## src/icp_accum_regs.vh

```
// Purpose : register offsets, field positions, reset values and widths
//           for the integrator chop pulse accumulator
// Assumes : included by every design file of the block
// Notes   : definitions only, no logic
`ifndef ICP_ACCUM_REGS_VH
`define ICP_ACCUM_REGS_VH

// ****************************************************************
// register offsets
// ****************************************************************
`define ICP_ADDR_SAMPLE_FREQ   8'h12
`define ICP_ADDR_AVG_COUNT     8'h15
`define ICP_ADDR_POLARITY_A    8'h17
`define ICP_ADDR_OFFSET_A_CH1  8'h18
`define ICP_ADDR_OFFSET_A_CH4  8'h1B
`define ICP_ADDR_POLARITY_B    8'h1D
`define ICP_ADDR_OFFSET_B_CH1  8'h1E
`define ICP_ADDR_OFFSET_B_CH4  8'h21
`define ICP_ADDR_PULSE_CFG_A   8'h31
`define ICP_ADDR_PULSE_CFG_B   8'h36
`define ICP_ADDR_CHOP_MATH     8'h58
`define ICP_ADDR_STATUS        8'h60

// ****************************************************************
// field positions
// ****************************************************************
`define ICP_PCNT_MSB           15
`define ICP_PCNT_LSB           8
`define ICP_AVG_A_MSB          6
`define ICP_AVG_A_LSB          4
`define ICP_AVG_B_MSB          10
`define ICP_AVG_B_LSB          8
`define ICP_POL_MSB            3
`define ICP_POL_LSB            0
`define ICP_M12_A_MSB          2
`define ICP_M12_A_LSB          1
`define ICP_M12_B_MSB          6
`define ICP_M12_B_LSB          5
`define ICP_M34_A_MSB          9
`define ICP_M34_A_LSB          8
`define ICP_M34_B_MSB          11
`define ICP_M34_B_LSB          10

// ****************************************************************
// reset values and widths
// ****************************************************************
`define ICP_RST_REG            16'h0000
`define ICP_ACC_W              27
`define ICP_SUM_W              34
`define ICP_TERM_W             18

`endif

```

## src/icp_accumulator.v

```verilog
// Purpose : combines signed pulse results of slots A and B into samples,
//           averages internal samples and drives integrator polarity
// Assumes : one pulse result per strobe, already tagged with its slot
// Notes   : register port is a plain word port at the register offsets
`timescale 1ns/10ps
`default_nettype none
`include "icp_accum_regs.vh"

module icp_accumulator (
  // clock, reset, enable
  input  wire                  i_clk,
  input  wire                  i_rst_b,
  input  wire                  i_ce,
  // register port
  input  wire                  i_reg_wr,
  input  wire                  i_reg_rd,
  input  wire [7:0]            i_reg_addr,
  input  wire [15:0]           i_reg_wdata,
  output reg  [15:0]           o_reg_rdata,
  // pulse results from the converter
  input  wire                  i_pulse_valid,
  input  wire                  i_pulse_slot,
  input  wire [13:0]           i_pulse_data,
  // integrator polarity for each slot's next pulse
  output reg                   o_integ_reverse_a,
  output reg                   o_integ_reverse_b,
  // output samples
  output reg                   o_data_valid,
  output reg                   o_data_slot,
  output reg  [`ICP_ACC_W-1:0] o_data
);

  // ****************************************************************
  // polarity bit of the pulse at a given index within its sample
  // ****************************************************************
  function pol_bit;
    input [3:0] pattern;
    input [7:0] index;
    begin
      pol_bit = pattern[index[1:0]];
    end
  endfunction

  // ****************************************************************
  // true when an address falls in the four-word bank starting at first
  // ****************************************************************
  function in_bank;
    input [7:0] addr;
    input [7:0] first;
    begin
      in_bank = (addr >= first) && (addr <= first + 8'h03);
    end
  endfunction

  // ****************************************************************
  // register storage
  // ****************************************************************
  reg [15:0] sample_frequency_reg;
  reg [15:0] sample_average_count_reg;
  reg [15:0] integration_polarity_a_reg;
  reg [15:0] integration_polarity_b_reg;
  reg [15:0] adc_offset_a_reg [0:3];
  reg [15:0] adc_offset_b_reg [0:3];
  reg [15:0] pulse_config_a_reg;
  reg [15:0] pulse_config_b_reg;
  reg [15:0] chop_math_control_reg;

  // pulse position and running sums per slot
  reg [7:0]             pidx_a_reg;
  reg [7:0]             pidx_b_reg;
  reg [`ICP_ACC_W-1:0]  acc_a_reg;
  reg [`ICP_ACC_W-1:0]  acc_b_reg;
  reg                   smp_a_valid_reg;
  reg                   smp_b_valid_reg;
  reg [`ICP_ACC_W-1:0]  smp_reg;

  // ****************************************************************
  // field extraction
  // ****************************************************************
  wire [7:0] pulse_count_a = pulse_config_a_reg[`ICP_PCNT_MSB:`ICP_PCNT_LSB];
  wire [7:0] pulse_count_b = pulse_config_b_reg[`ICP_PCNT_MSB:`ICP_PCNT_LSB];
  wire [2:0] avg_sel_a =
    sample_average_count_reg[`ICP_AVG_A_MSB:`ICP_AVG_A_LSB];
  wire [2:0] avg_sel_b =
    sample_average_count_reg[`ICP_AVG_B_MSB:`ICP_AVG_B_LSB];
  wire [3:0] pulse_polarity_pattern_slot_a =
    integration_polarity_a_reg[`ICP_POL_MSB:`ICP_POL_LSB];
  wire [3:0] pulse_polarity_pattern_slot_b =
    integration_polarity_b_reg[`ICP_POL_MSB:`ICP_POL_LSB];
  wire [1:0] sign_select_first_pair_slot_a =
    chop_math_control_reg[`ICP_M12_A_MSB:`ICP_M12_A_LSB];
  wire [1:0] sign_select_first_pair_slot_b =
    chop_math_control_reg[`ICP_M12_B_MSB:`ICP_M12_B_LSB];
  wire [1:0] sign_select_second_pair_slot_a =
    chop_math_control_reg[`ICP_M34_A_MSB:`ICP_M34_A_LSB];
  wire [1:0] sign_select_second_pair_slot_b =
    chop_math_control_reg[`ICP_M34_B_MSB:`ICP_M34_B_LSB];

  // ****************************************************************
  // per-pulse selection by slot
  // ****************************************************************
  wire [7:0]  pidx   = i_pulse_slot ? pidx_b_reg : pidx_a_reg;
  wire [7:0]  pcount = i_pulse_slot ? pulse_count_b : pulse_count_a;
  wire [1:0]  math12 = i_pulse_slot ? sign_select_first_pair_slot_b
                                    : sign_select_first_pair_slot_a;
  wire [1:0]  math34 = i_pulse_slot ? sign_select_second_pair_slot_b
                                    : sign_select_second_pair_slot_a;
  // only the channel 1 offset applies to the single result path
  wire [15:0] offset = i_pulse_slot ? adc_offset_b_reg[0]
                                    : adc_offset_a_reg[0];
  wire [`ICP_ACC_W-1:0] acc_sel = i_pulse_slot ? acc_b_reg : acc_a_reg;

  // a count of zero behaves as one so a sample always closes;
  // >= also closes a sample whose count was lowered part way through
  wire last_pulse = (pcount <= 8'h01) || (pidx >= pcount - 8'h01);

  // result after the offset; 18 bits hold the full difference range
  wire signed [`ICP_TERM_W-1:0] pulse_result =
    $signed({4'h0, i_pulse_data}) - $signed({2'b00, offset});
  wire signed [`ICP_TERM_W-1:0] pulse_term;

  icp_pulse_sign u_sign (
    .i_index  (pidx[1:0]),
    .i_math12 (math12),
    .i_math34 (math34),
    .i_result (pulse_result),
    .o_term   (pulse_term)
  );

  // clear on the first pulse so no residue from the last sample leaks in
  wire [`ICP_ACC_W-1:0] acc_base =
    (pidx == 8'h00) ? {`ICP_ACC_W{1'b0}} : acc_sel;
  wire [`ICP_ACC_W-1:0] acc_sum = acc_base
    + {{(`ICP_ACC_W-`ICP_TERM_W){pulse_term[`ICP_TERM_W-1]}}, pulse_term};

  // ****************************************************************
  // next pulse index per slot
  // ****************************************************************
  reg [7:0] pidx_a_next;
  reg [7:0] pidx_b_next;

  always @* begin
    pidx_a_next = pidx_a_reg;
    pidx_b_next = pidx_b_reg;
    if (i_pulse_valid) begin
      // wrap after the programmed number of pulses
      if (i_pulse_slot)
        pidx_b_next = last_pulse ? 8'h00 : pidx_b_reg + 8'h01;
      else
        pidx_a_next = last_pulse ? 8'h00 : pidx_a_reg + 8'h01;
    end
  end

  // ****************************************************************
  // register writes
  // ****************************************************************
  integer k;

  always @(posedge i_clk) begin
    if (!i_rst_b) begin
      sample_frequency_reg       <= `ICP_RST_REG;
      sample_average_count_reg   <= `ICP_RST_REG;
      integration_polarity_a_reg <= `ICP_RST_REG;
      integration_polarity_b_reg <= `ICP_RST_REG;
      pulse_config_a_reg         <= `ICP_RST_REG;
      pulse_config_b_reg         <= `ICP_RST_REG;
      chop_math_control_reg      <= `ICP_RST_REG;
      for (k = 0; k < 4; k = k + 1) begin
        adc_offset_a_reg[k] <= `ICP_RST_REG;
        adc_offset_b_reg[k] <= `ICP_RST_REG;
      end
    end else if (i_ce && i_reg_wr) begin
      case (i_reg_addr)
        `ICP_ADDR_SAMPLE_FREQ: sample_frequency_reg       <= i_reg_wdata;
        `ICP_ADDR_AVG_COUNT:   sample_average_count_reg   <= i_reg_wdata;
        `ICP_ADDR_POLARITY_A:  integration_polarity_a_reg <= i_reg_wdata;
        `ICP_ADDR_POLARITY_B:  integration_polarity_b_reg <= i_reg_wdata;
        `ICP_ADDR_PULSE_CFG_A: pulse_config_a_reg         <= i_reg_wdata;
        `ICP_ADDR_PULSE_CFG_B: pulse_config_b_reg         <= i_reg_wdata;
        `ICP_ADDR_CHOP_MATH:   chop_math_control_reg      <= i_reg_wdata;
        default: begin
          // offset banks decoded by range; other addresses drop the write
          if (in_bank(i_reg_addr, `ICP_ADDR_OFFSET_A_CH1))
            adc_offset_a_reg[i_reg_addr[1:0]] <= i_reg_wdata;
          else if (in_bank(i_reg_addr, `ICP_ADDR_OFFSET_B_CH1))
            adc_offset_b_reg[i_reg_addr[1:0] - 2'b10] <= i_reg_wdata;
        end
      endcase
    end
  end

  // ****************************************************************
  // register reads, one cycle after the strobe
  // ****************************************************************
  reg [15:0] rdata_next;

  always @* begin
    rdata_next = 16'h0000;
    case (i_reg_addr)
      `ICP_ADDR_SAMPLE_FREQ: rdata_next = sample_frequency_reg;
      `ICP_ADDR_AVG_COUNT:   rdata_next = sample_average_count_reg;
      `ICP_ADDR_POLARITY_A:  rdata_next = integration_polarity_a_reg;
      `ICP_ADDR_POLARITY_B:  rdata_next = integration_polarity_b_reg;
      `ICP_ADDR_PULSE_CFG_A: rdata_next = pulse_config_a_reg;
      `ICP_ADDR_PULSE_CFG_B: rdata_next = pulse_config_b_reg;
      `ICP_ADDR_CHOP_MATH:   rdata_next = chop_math_control_reg;
      `ICP_ADDR_STATUS:      rdata_next = {pidx_b_reg, pidx_a_reg};
      default: begin
        if (in_bank(i_reg_addr, `ICP_ADDR_OFFSET_A_CH1))
          rdata_next = adc_offset_a_reg[i_reg_addr[1:0]];
        else if (in_bank(i_reg_addr, `ICP_ADDR_OFFSET_B_CH1))
          rdata_next = adc_offset_b_reg[i_reg_addr[1:0] - 2'b10];
      end
    endcase
  end

  always @(posedge i_clk) begin
    if (!i_rst_b)
      o_reg_rdata <= 16'h0000;
    else if (i_ce && i_reg_rd)
      o_reg_rdata <= rdata_next;
  end

  // ****************************************************************
  // pulse accumulation per slot
  // ****************************************************************
  always @(posedge i_clk) begin
    if (!i_rst_b) begin
      pidx_a_reg      <= 8'h00;
      pidx_b_reg      <= 8'h00;
      acc_a_reg       <= {`ICP_ACC_W{1'b0}};
      acc_b_reg       <= {`ICP_ACC_W{1'b0}};
      smp_a_valid_reg <= 1'b0;
      smp_b_valid_reg <= 1'b0;
      smp_reg         <= {`ICP_ACC_W{1'b0}};
    end else if (i_ce) begin
      smp_a_valid_reg <= 1'b0;
      smp_b_valid_reg <= 1'b0;
      pidx_a_reg      <= pidx_a_next;
      pidx_b_reg      <= pidx_b_next;
      if (i_pulse_valid) begin
        // signed term added into the running sum of its slot
        if (i_pulse_slot)
          acc_b_reg <= acc_sum;
        else
          acc_a_reg <= acc_sum;
        if (last_pulse) begin
          // closed internal sample goes on to the averager
          smp_reg         <= acc_sum;
          smp_a_valid_reg <= ~i_pulse_slot;
          smp_b_valid_reg <= i_pulse_slot;
        end
      end
    end
  end

  // ****************************************************************
  // integrator polarity for the coming pulse of each slot
  // ****************************************************************
  always @(posedge i_clk) begin
    if (!i_rst_b) begin
      o_integ_reverse_a <= 1'b0;
      o_integ_reverse_b <= 1'b0;
    end else if (i_ce) begin
      o_integ_reverse_a <=
        pol_bit(pulse_polarity_pattern_slot_a, pidx_a_next);
      o_integ_reverse_b <=
        pol_bit(pulse_polarity_pattern_slot_b, pidx_b_next);
    end
  end

  // ****************************************************************
  // sample averaging per slot
  // ****************************************************************
  wire                  avg_a_valid;
  wire                  avg_b_valid;
  wire [`ICP_ACC_W-1:0] avg_a;
  wire [`ICP_ACC_W-1:0] avg_b;

  icp_sample_avg u_avg_a (
    .i_clk          (i_clk),
    .i_rst_b        (i_rst_b),
    .i_ce           (i_ce),
    .i_sample_valid (smp_a_valid_reg),
    .i_sample       (smp_reg),
    .i_avg_sel      (avg_sel_a),
    .o_avg_valid    (avg_a_valid),
    .o_avg          (avg_a),
    .o_count        ()
  );

  icp_sample_avg u_avg_b (
    .i_clk          (i_clk),
    .i_rst_b        (i_rst_b),
    .i_ce           (i_ce),
    .i_sample_valid (smp_b_valid_reg),
    .i_sample       (smp_reg),
    .i_avg_sel      (avg_sel_b),
    .o_avg_valid    (avg_b_valid),
    .o_avg          (avg_b),
    .o_count        ()
  );

  // ****************************************************************
  // output stage; the two slots never finish in the same cycle
  // ****************************************************************
  always @(posedge i_clk) begin
    if (!i_rst_b) begin
      o_data_valid <= 1'b0;
      o_data_slot  <= 1'b0;
      o_data       <= {`ICP_ACC_W{1'b0}};
    end else if (i_ce) begin
      o_data_valid <= avg_a_valid | avg_b_valid;
      if (avg_b_valid) begin
        o_data_slot <= 1'b1;
        o_data      <= avg_b;
      end else if (avg_a_valid) begin
        o_data_slot <= 1'b0;
        o_data      <= avg_a;
      end
    end
  end

endmodule // icp_accumulator

`default_nettype wire

```

## src/icp_pulse_sign.v

```verilog
// Purpose : signs one pulse result from its place in the four-pulse group
// Assumes : math fields already selected for the pulse's slot
// Notes   : purely combinational
`timescale 1ns/10ps
`default_nettype none
`include "icp_accum_regs.vh"

module icp_pulse_sign (
  // pulse position and math fields
  input  wire [1:0]                    i_index,
  input  wire [1:0]                    i_math12,
  input  wire [1:0]                    i_math34,
  // pulse result in, signed term out
  input  wire signed [`ICP_TERM_W-1:0] i_result,
  output reg  signed [`ICP_TERM_W-1:0] o_term
);

  reg negate;

  // ****************************************************************
  // sign decode: upper field bit is the odd pulse, lower the even one
  // ****************************************************************
  always @* begin
    case (i_index)
      2'b00:   negate = i_math12[1];
      2'b01:   negate = i_math12[0];
      2'b10:   negate = i_math34[1];
      2'b11:   negate = i_math34[0];
      default: negate = 1'b0;
    endcase
    // inverted sequences are subtracted via the programmed math
    o_term = negate ? -i_result : i_result;
  end

endmodule // icp_pulse_sign

`default_nettype wire

```

## src/icp_sample_avg.v

```verilog
// Purpose : sums 2^sel internal samples of one slot and emits their mean
// Assumes : at most one sample strobe per clock
// Notes   : sel of 0..7 selects 1..128 samples
`timescale 1ns/10ps
`default_nettype none
`include "icp_accum_regs.vh"

module icp_sample_avg (
  // clock, reset, enable
  input  wire                   i_clk,
  input  wire                   i_rst_b,
  input  wire                   i_ce,
  // internal samples in
  input  wire                   i_sample_valid,
  input  wire [`ICP_ACC_W-1:0]  i_sample,
  input  wire [2:0]             i_avg_sel,
  // averaged output
  output reg                    o_avg_valid,
  output reg  [`ICP_ACC_W-1:0]  o_avg,
  output reg  [6:0]             o_count
);

  wire [7:0]                  count_last;
  wire                        last;
  wire signed [`ICP_SUM_W-1:0] total;
  wire signed [`ICP_SUM_W-1:0] mean;
  reg  signed [`ICP_SUM_W-1:0] sum_reg;

  // sample count at which the group closes; >= survives a lowered sel
  assign count_last = (8'h01 << i_avg_sel) - 8'h01;
  assign last       = ({1'b0, o_count} >= count_last);
  assign total      = (o_count == 7'h00 ? {`ICP_SUM_W{1'b0}} : sum_reg)
                    + {{(`ICP_SUM_W-`ICP_ACC_W){i_sample[`ICP_ACC_W-1]}},
                       i_sample};
  assign mean       = total >>> i_avg_sel;

  // ****************************************************************
  // accumulate and emit once per group of samples
  // ****************************************************************
  always @(posedge i_clk) begin
    if (!i_rst_b) begin
      sum_reg     <= {`ICP_SUM_W{1'b0}};
      o_count     <= 7'h00;
      o_avg_valid <= 1'b0;
      o_avg       <= {`ICP_ACC_W{1'b0}};
    end else if (i_ce) begin
      o_avg_valid <= 1'b0;
      if (i_sample_valid) begin
        sum_reg <= total;
        if (last) begin
          o_count     <= 7'h00;
          o_avg_valid <= 1'b1;
          o_avg       <= mean[`ICP_ACC_W-1:0];
        end else begin
          o_count <= o_count + 7'h01;
        end
      end
    end
  end

endmodule // icp_sample_avg

`default_nettype wire

```

## config.mk

```make
export PLATFORM = sky130hd
export DESIGN_NAME = icp_accumulator
export DESIGN_NICKNAME = d
export VERILOG_FILES = /design/src/icp_accumulator.v /design/src/icp_pulse_sign.v /design/src/icp_sample_avg.v
export VERILOG_INCLUDE_DIRS = /design/src
export SDC_FILE = /design/constraint.sdc
export NUM_CORES = 2
export LEC_CHECK = 0
export BUFFER_PORTS_ARGS = -buffer_cell sky130_fd_sc_hd__buf_2
export CORE_MARGIN = 1
export CORE_UTILIZATION = 55
export CTS_BUF_LIST = sky130_fd_sc_hd__clkbuf_16
export CTS_CLUSTER_DIAMETER = 50
export DETAILED_ROUTE_END_ITERATION = 8
export GPL_TIMING_DRIVEN = 0
export HOLD_SLACK_MARGIN = 0.06
export PLACE_DENSITY_LB_ADDON = 0.25
export SYNTH_ARGS = -nofsm -noshare
export SYNTH_HDL_FRONTEND = slang
export SYNTH_SLANG_ARGS = --single-unit
```

## constraint.sdc

```tcl
create_clock -name i_clk -period 10.2 [get_ports i_clk]
set_input_delay 0 -clock i_clk [delete_from_list [all_inputs] [get_ports i_clk]]
set_output_delay 0 -clock i_clk [all_outputs]
set_load 0.02 [all_outputs]
```

### Word level (Yosys, flattened, before mapping)

Memories as Yosys holds them, arrays and structs flattened.
Index checks and enable logic that the tools add are counted.

* shifts and indexed selects: 4
* $add $sub $neg: 13
* equality and inequality tests: 11
* multiplexer cells: 56
* reduce and logical (&&, ||, !) cells: 28
* $lt $le $gt $ge: 10
* bitwise operators: 2

Operators with widths (number)
* one-hot mux 16 bit (8 select lines): 1
* two-way mux 27 bit: 4
* two-way mux 16 bit: 5
* adder 34 bit: 2
* two-way mux 34 bit: 2
* >>> shifter 34 x 3 -> 27 bit: 2
* == test 8 x 5 -> 1 bit, second input constant: 4
* two-way mux 8 bit: 4
* OR reduction 16 bit: 2
* adder 27 bit: 1
* two-way mux 1 bit: 26
* subtractor 8 x 1 -> 8 bit, second input constant: 3
* AND reduction 2 bit: 10
* two-way mux 18 bit: 1
* negation 17 -> 18 bit: 1
* subtractor 14 x 16 -> 17 bit: 1
* adder 8 x 1 -> 8 bit, second input constant: 2
* == test 8 x 6 -> 1 bit, second input constant: 2
* == test 8 x 7 -> 1 bit, second input constant: 2
* greater-or-equal comparator 7 x 8 -> 1 bit: 2
* greater-or-equal comparator 8 x 5 -> 1 bit, second input constant: 2
* two-way mux 2 bit: 8
* << shifter 1 x 3 -> 8 bit, first input constant: 2
* AND reduction 3 bit: 5
* other kinds (21): 30

* output and inout bits: 47
* memories kept: 2
* memory bits (writable): 128
* logic and storage cells: 156
* flip-flop bits (word level): 396

Memory list
* adc_offset_a_reg: depth 4, width 16, read ports 2, clocked after memory_dff 0, wr ports 4, line icp_accumulator.v:62 `reg [15:0] adc_offset_a_reg [0:3];`
* adc_offset_b_reg: depth 4, width 16, read ports 2, clocked after memory_dff 0, wr ports 4, line icp_accumulator.v:63 `reg [15:0] adc_offset_b_reg [0:3];`

### Longest topological paths before layout

* depth after elaboration: 10
* mapped depth: 32
* gate-level depth less buffers: 27

### Cells and area by module

A second synthesis with hierarchy kept.

* cell total of the unflattened synthesis: 3730
* area, all modules: 32675.1 µm²

Modules (own cells, without submodules)
* icp_accumulator: cells an instance 2075, instances 1, area each 19601.3 µm²
* icp_sample_avg (u_avg_b): cells an instance 804, instances 1, area each 6378.6 µm²
* icp_sample_avg (u_avg_a): cells an instance 802, instances 1, area each 6301.0 µm²
* icp_pulse_sign: cells an instance 49, instances 1, area each 394.1 µm²

### Least setup slack after synthesis

Ideal clock, no wire load.

* path kind: input to register
* start point: input port i_pulse_slot
* end point: register acc_a_reg[26]
* stages: 28
* arrival: 7272 ps
* required time: 10084 ps
* buffers on the path: 7
* library setup time: 116 ps
* path slack: 2812 ps
* cell sequence: clkbuf_1 clkbuf_1 buf_1 clkbuf_1 clkbuf_1 buf_1 mux2i_1 ha_1 a21oi_1 nor2b_1 or4_4 a2111oi_4 and4bb_4 nand4_4 o31ai_4 buf_2 inv_1 ha_1 a21oi_1 o2111ai_1 nand2_1 nor4_1 a221oi_1 nand3_1 a211oi_2 nand2_1 a221o_1 a41o_1

* longest elaborated chain between the ends: 5

RTL lines
* start, declared: line icp_accumulator.v:22 `input wire i_pulse_slot,`
* two-way mux 16 bit / two-way mux 8 bit (equally long branches): line icp_accumulator.v:109, icp_accumulator.v:102
* subtractor 14 x 16 -> 17 bit (tied with other cells): line icp_accumulator.v:119 `$signed({4'h0, i_pulse_data}) - $signed({2'b00, offset});`
* negation 17 -> 18 bit / one-hot mux 1 bit (4 select lines) (equally long branches): line icp_pulse_sign.v:32, icp_pulse_sign.v:24
* two-way mux 18 bit: line icp_pulse_sign.v:32 `o_term = negate ? -i_result : i_result;`
* adder 27 bit: line icp_accumulator.v:133 `` wire [`ICP_ACC_W-1:0] acc_sum = acc_base ``
* end signal, assigned: line icp_accumulator.v:231 `` acc_a_reg <= {`ICP_ACC_W{1'b0}}; ``
* end signal, assigned: line icp_accumulator.v:246 `acc_a_reg <= acc_sum;`
* end, declared: line icp_accumulator.v:71 `` reg [`ICP_ACC_W-1:0] acc_a_reg; ``

Several ways; a longest one is shown, not always the timed one.
A chain may end at the register's enable or synchronous reset.

### Worst setup path in the final report

* start point: input port i_pulse_slot
* end point: register acc_a_reg[24]

The elaborated chain is that of the path after synthesis.

==> metrics.md <==
| Metric | Value |
|---|---|
| Synthesized cell area | `just over 30000 um2` |
| Int Pwr | `roughly 3.8 mW` |
| Vias per cell | `~6.2` |
| Core area | `around 55000 um2` |
| Clock slew at reported path FFs | `approximately 0.06 ns` |
| Starting Density | `about 56%` |
| Sw Pwr | `1.48 mW` |
| # Post-CTS Setup Buffers | `0` |
| Die Y | `roughly 240 um` |
| Post-DP Area | `about 32000 um2` |
| Seq/Total Area, Yosys | `a little under two fifths` |
| Clock power share | `between 40 and 50%` |
| WL final | `around 100000 um` |
| Most frequent cells in the layout | `609 x nand2_1, 415 x a21oi_1, 396 x dfxtp_1` |
| Cell family with most CP delay | `buffers and inverters` |
| Grt met3 use | `roughly 5.7%` |
| Slew Viols, Final | `0` |
| Clock skew | `0.0373 ns` |
| Vias in the first global route | `27000` |
| Least-Margin Pin Slew | `1.40 ns` |
| Setup violations, final | `0` |
| Root Buffer | `clkbuf_16` |
| Initial antenna violation count | `4` |
| Post-Layout Inst Area | `~35000 um2` |
| Seq pwr share | `a little over two fifths` |
| Sw frac | `roughly 28%` |
| PD cells | `~150 nW/um2` |
| Commonest non-fill, non-tap cell in the layout | `nand2_1` |
| RSZ-0062 raised after global routing | `no` |
| HP Class | `in -> reg` |
| IO Count | `between 90 and 100` |
| Critical path launch point type | `input pin` |
| Total GRT Usage | `35.8%` |
| Netlist cell types | `85` |
| Crit. End Element | `flip-flop` |
| Fraction of registers with async set/reset | `0%` |
| Combinational power share | `about an eighth` |
| Data required, critical path | `approximately 11 ns` |
| Final #Nets | `between 4000 and 5000` |
| Via Count | `between 20000 and 30000` |
| Remaining Overflow, GRT | `0` |
| Later-pin clock latency in the skew report | `between 0.6 and 0.7 ns` |
| Crit-path slowest cell | `buf_1` |
| Setup_tns | `0 ns` |
| Area growth syn-to-layout | `12.7%` |
| Worst EP arrival | `just over 10 ns` |
| Drt drc | `0` |
| Max transition margin | `6.19%` |
| Leakage | `between 10 and 15 nW` |
| Fmax | `104 MHz` |
| DR iter-0 viols | `between 2000 and 3000` |
| Tcrit/Tclk final | `94.5%` |
| First-pass GRT wire length | `157000 um` |
| Clk buf depth | `3` |
| CP Class | `in -> reg` |
| Mapped Nets | `~3900` |
| Largest net degree at the start of global routing | `20` |
| Syn. warnings | `0` |
| Die Width | `around 240 um` |
| Pre-antenna DRT Iters | `6` |
| Pwr Total | `5.32 mW` |
| Tmin final | `between 9 and 10 ns` |
| CTS buffer count | `70` |
| Fin. Hold Viols | `0` |
| Post-synth top flop | `dfxtp_1` |
| Wire per inst | `around 22 um` |
| Status | `finished clean` |
| Port Buffer Count | `82` |
| Antenna-violating nets left | `0` |
| CP max FO | `10` |
| GP Congestion | `0.975` |
| Register bit total from synthesis | `about 520` |
| Post-Syn Instances | `3685` |
| HPWL Detailed | `roughly 77000 um` |
| H-tree levels | `3` |
| Synthesized area per cell | `around 8.4 um2` |
| Worst Path Buf+Inv | `10` |
| CP peak stage delay | `between 0.7 and 0.8 ns` |
| Die footprint | `approximately 57000 um2` |
| Number of enable flip-flop cells after synthesis | `approximately 130` |
| Gr busiest metal | `met2` |
| Clk sinks | `around 520` |
| Most used cell, CP | `clkbuf_1` |
| CTS tree | `built` |
| Worst VDD drop | `around 0.16 mV` |
| FP Rows | `86` |
| GR Util met1 | `about 45%` |
| Max cap viols | `0` |
| Layout cells sized above 1 | `7.73%` |
| Met2 Resource Use GR | `between 50% and 60%` |
-- per-stage QoR --
stage          utilization [%]  setup slack, ns  instances  hold WS (ns)
2_1_floorplan                -             2.81       3685         0.223
3_3_place_gp              58.3            0.141       4515         0.378
3_5_place_dp              58.4            0.158       4518         0.380
4_1_cts                   62.9            0.709       4668         0.133
5_1_grt                   63.0           0.0446       4669         0.147
6_report                  63.0            0.558       4669         0.145
-- power by group through the flow --
stage	sequential [mW]	combinational (mW)	clock, mW
after floorplan	2.25	0.430	0
after global placement	2.26	0.631	0
after detailed placement	2.26	0.636	0
after CTS	2.22	0.648	2.44
after global routing	2.22	0.708	2.53
final	2.22	0.659	2.44
-- routing by layer --
layer	wire, um	vias up
met1	40600	13500
met4	8150	4
met5	27	-
met3	7860	343
met2	46000	1299
li1	-	13600
-- worst reg2reg max path, cell delays in order, from the launching register on --
cell and delay (ns):
edfxtp_1 0.41, mux2_2 0.24, ha_1 0.16, inv_1 0.05, fa_1 0.42, a21oi_2 0.21, nor2_1 0.11, or4_4 0.53
a2111oi_4 0.38, and4bb_4 0.31, nand4_4 0.16, o31ai_4 0.30, buf_2 0.28, inv_1 0.22, ha_1 0.39, a21oi_1 0.27
o2111ai_1 0.25, nand2_1 0.18, nor4_1 0.06, a221oi_1 0.33, nand3_1 0.19, a211oi_2 0.39, o21ai_0 0.15, a211oi_1 0.41
o21ai_0 0.18
-- logic make-up after synthesis --
group | after synthesis | synth area share [%]
AO/OA/AOI/OAI | 953 | 19.3
adder cells (fa/ha/maj) | 143 | 5.89
multiplexers | 201 | 8.37
AND/OR/NAND/NOR | 1401 | 20.5
flip-flops | 524 | 38.1
buffers and inverters | 321 | 3.92
XOR/XNOR | 142 | 4.02
-- repair_timing --
item | CTS | global route
resized for setup | 0 | 0
hold buffers | 24 | 0
endpoints found under the hold margin | 115 | 0
-- synthesized netlist by cell type (14+ instances only) --
library cell  instances  area (um2)
a211oi_1             80         601
a21o_1               80         601
a21oi_1             415        2080
a221oi_1             21         184
a222oi_1             16         160
a22oi_1              35         263
a31oi_1              20         125
and2_1              103         644
and3_1               82         513
buf_1                27         101
clkbuf_1            219         822
dfxtp_1             396        7930
edfxtp_1            128        3840
ha_1                139        1740
inv_1                66         248
mux2_2               29         327
mux2i_1             129        1290
mux4_2               43         968
nand2_1             609        2290
nand2b_1             30         188
nand3_1              71         355
nand4_1              38         238
nor2_1              334        1250
nor2b_1              16         100
nor3_1               54         270
nor4_1               15        93.8
o211ai_1             18         135
o21ai_0             144         721
o21bai_1             14         105
xnor2_1              76         666
xor2_1               66         578
-- layout make-up --
| cell class | count | area [um2] |
|---|---|---|
| Buffer | 250 | 943 |
| Multi-Input combinational cell | 2840 | 17900 |
| Timing Repair Buffer | 109 | 673 |
| Sequential cell | 524 | 11800 |
| Tap cell | 748 | 936 |
| Inverter | 71 | 267 |
| Clock buffer | 73 | 1830 |
| Fill cell | 4926 | 20500 |
| Antenna cell | 1 | 2.50 |
| Clock inverter | 53 | 457 |
-- final timing paths --
check / depth (start not counted) / start / slack [ns] / endpoint
max: 30 / i_pulse_slot / 0.56 / acc_a_reg[24]
min: 3 / i_reg_wr / 0.14 / adc_offset_a_reg[3][10]
max reg2reg: 24 / adc_offset_a_reg[0][0] / 3.48 / acc_a_reg[24]
min reg2reg: 2 / u_avg_a.sum_reg[18] / 0.45 / u_avg_a.sum_reg[18]
(Power assumes the default switching activity.)
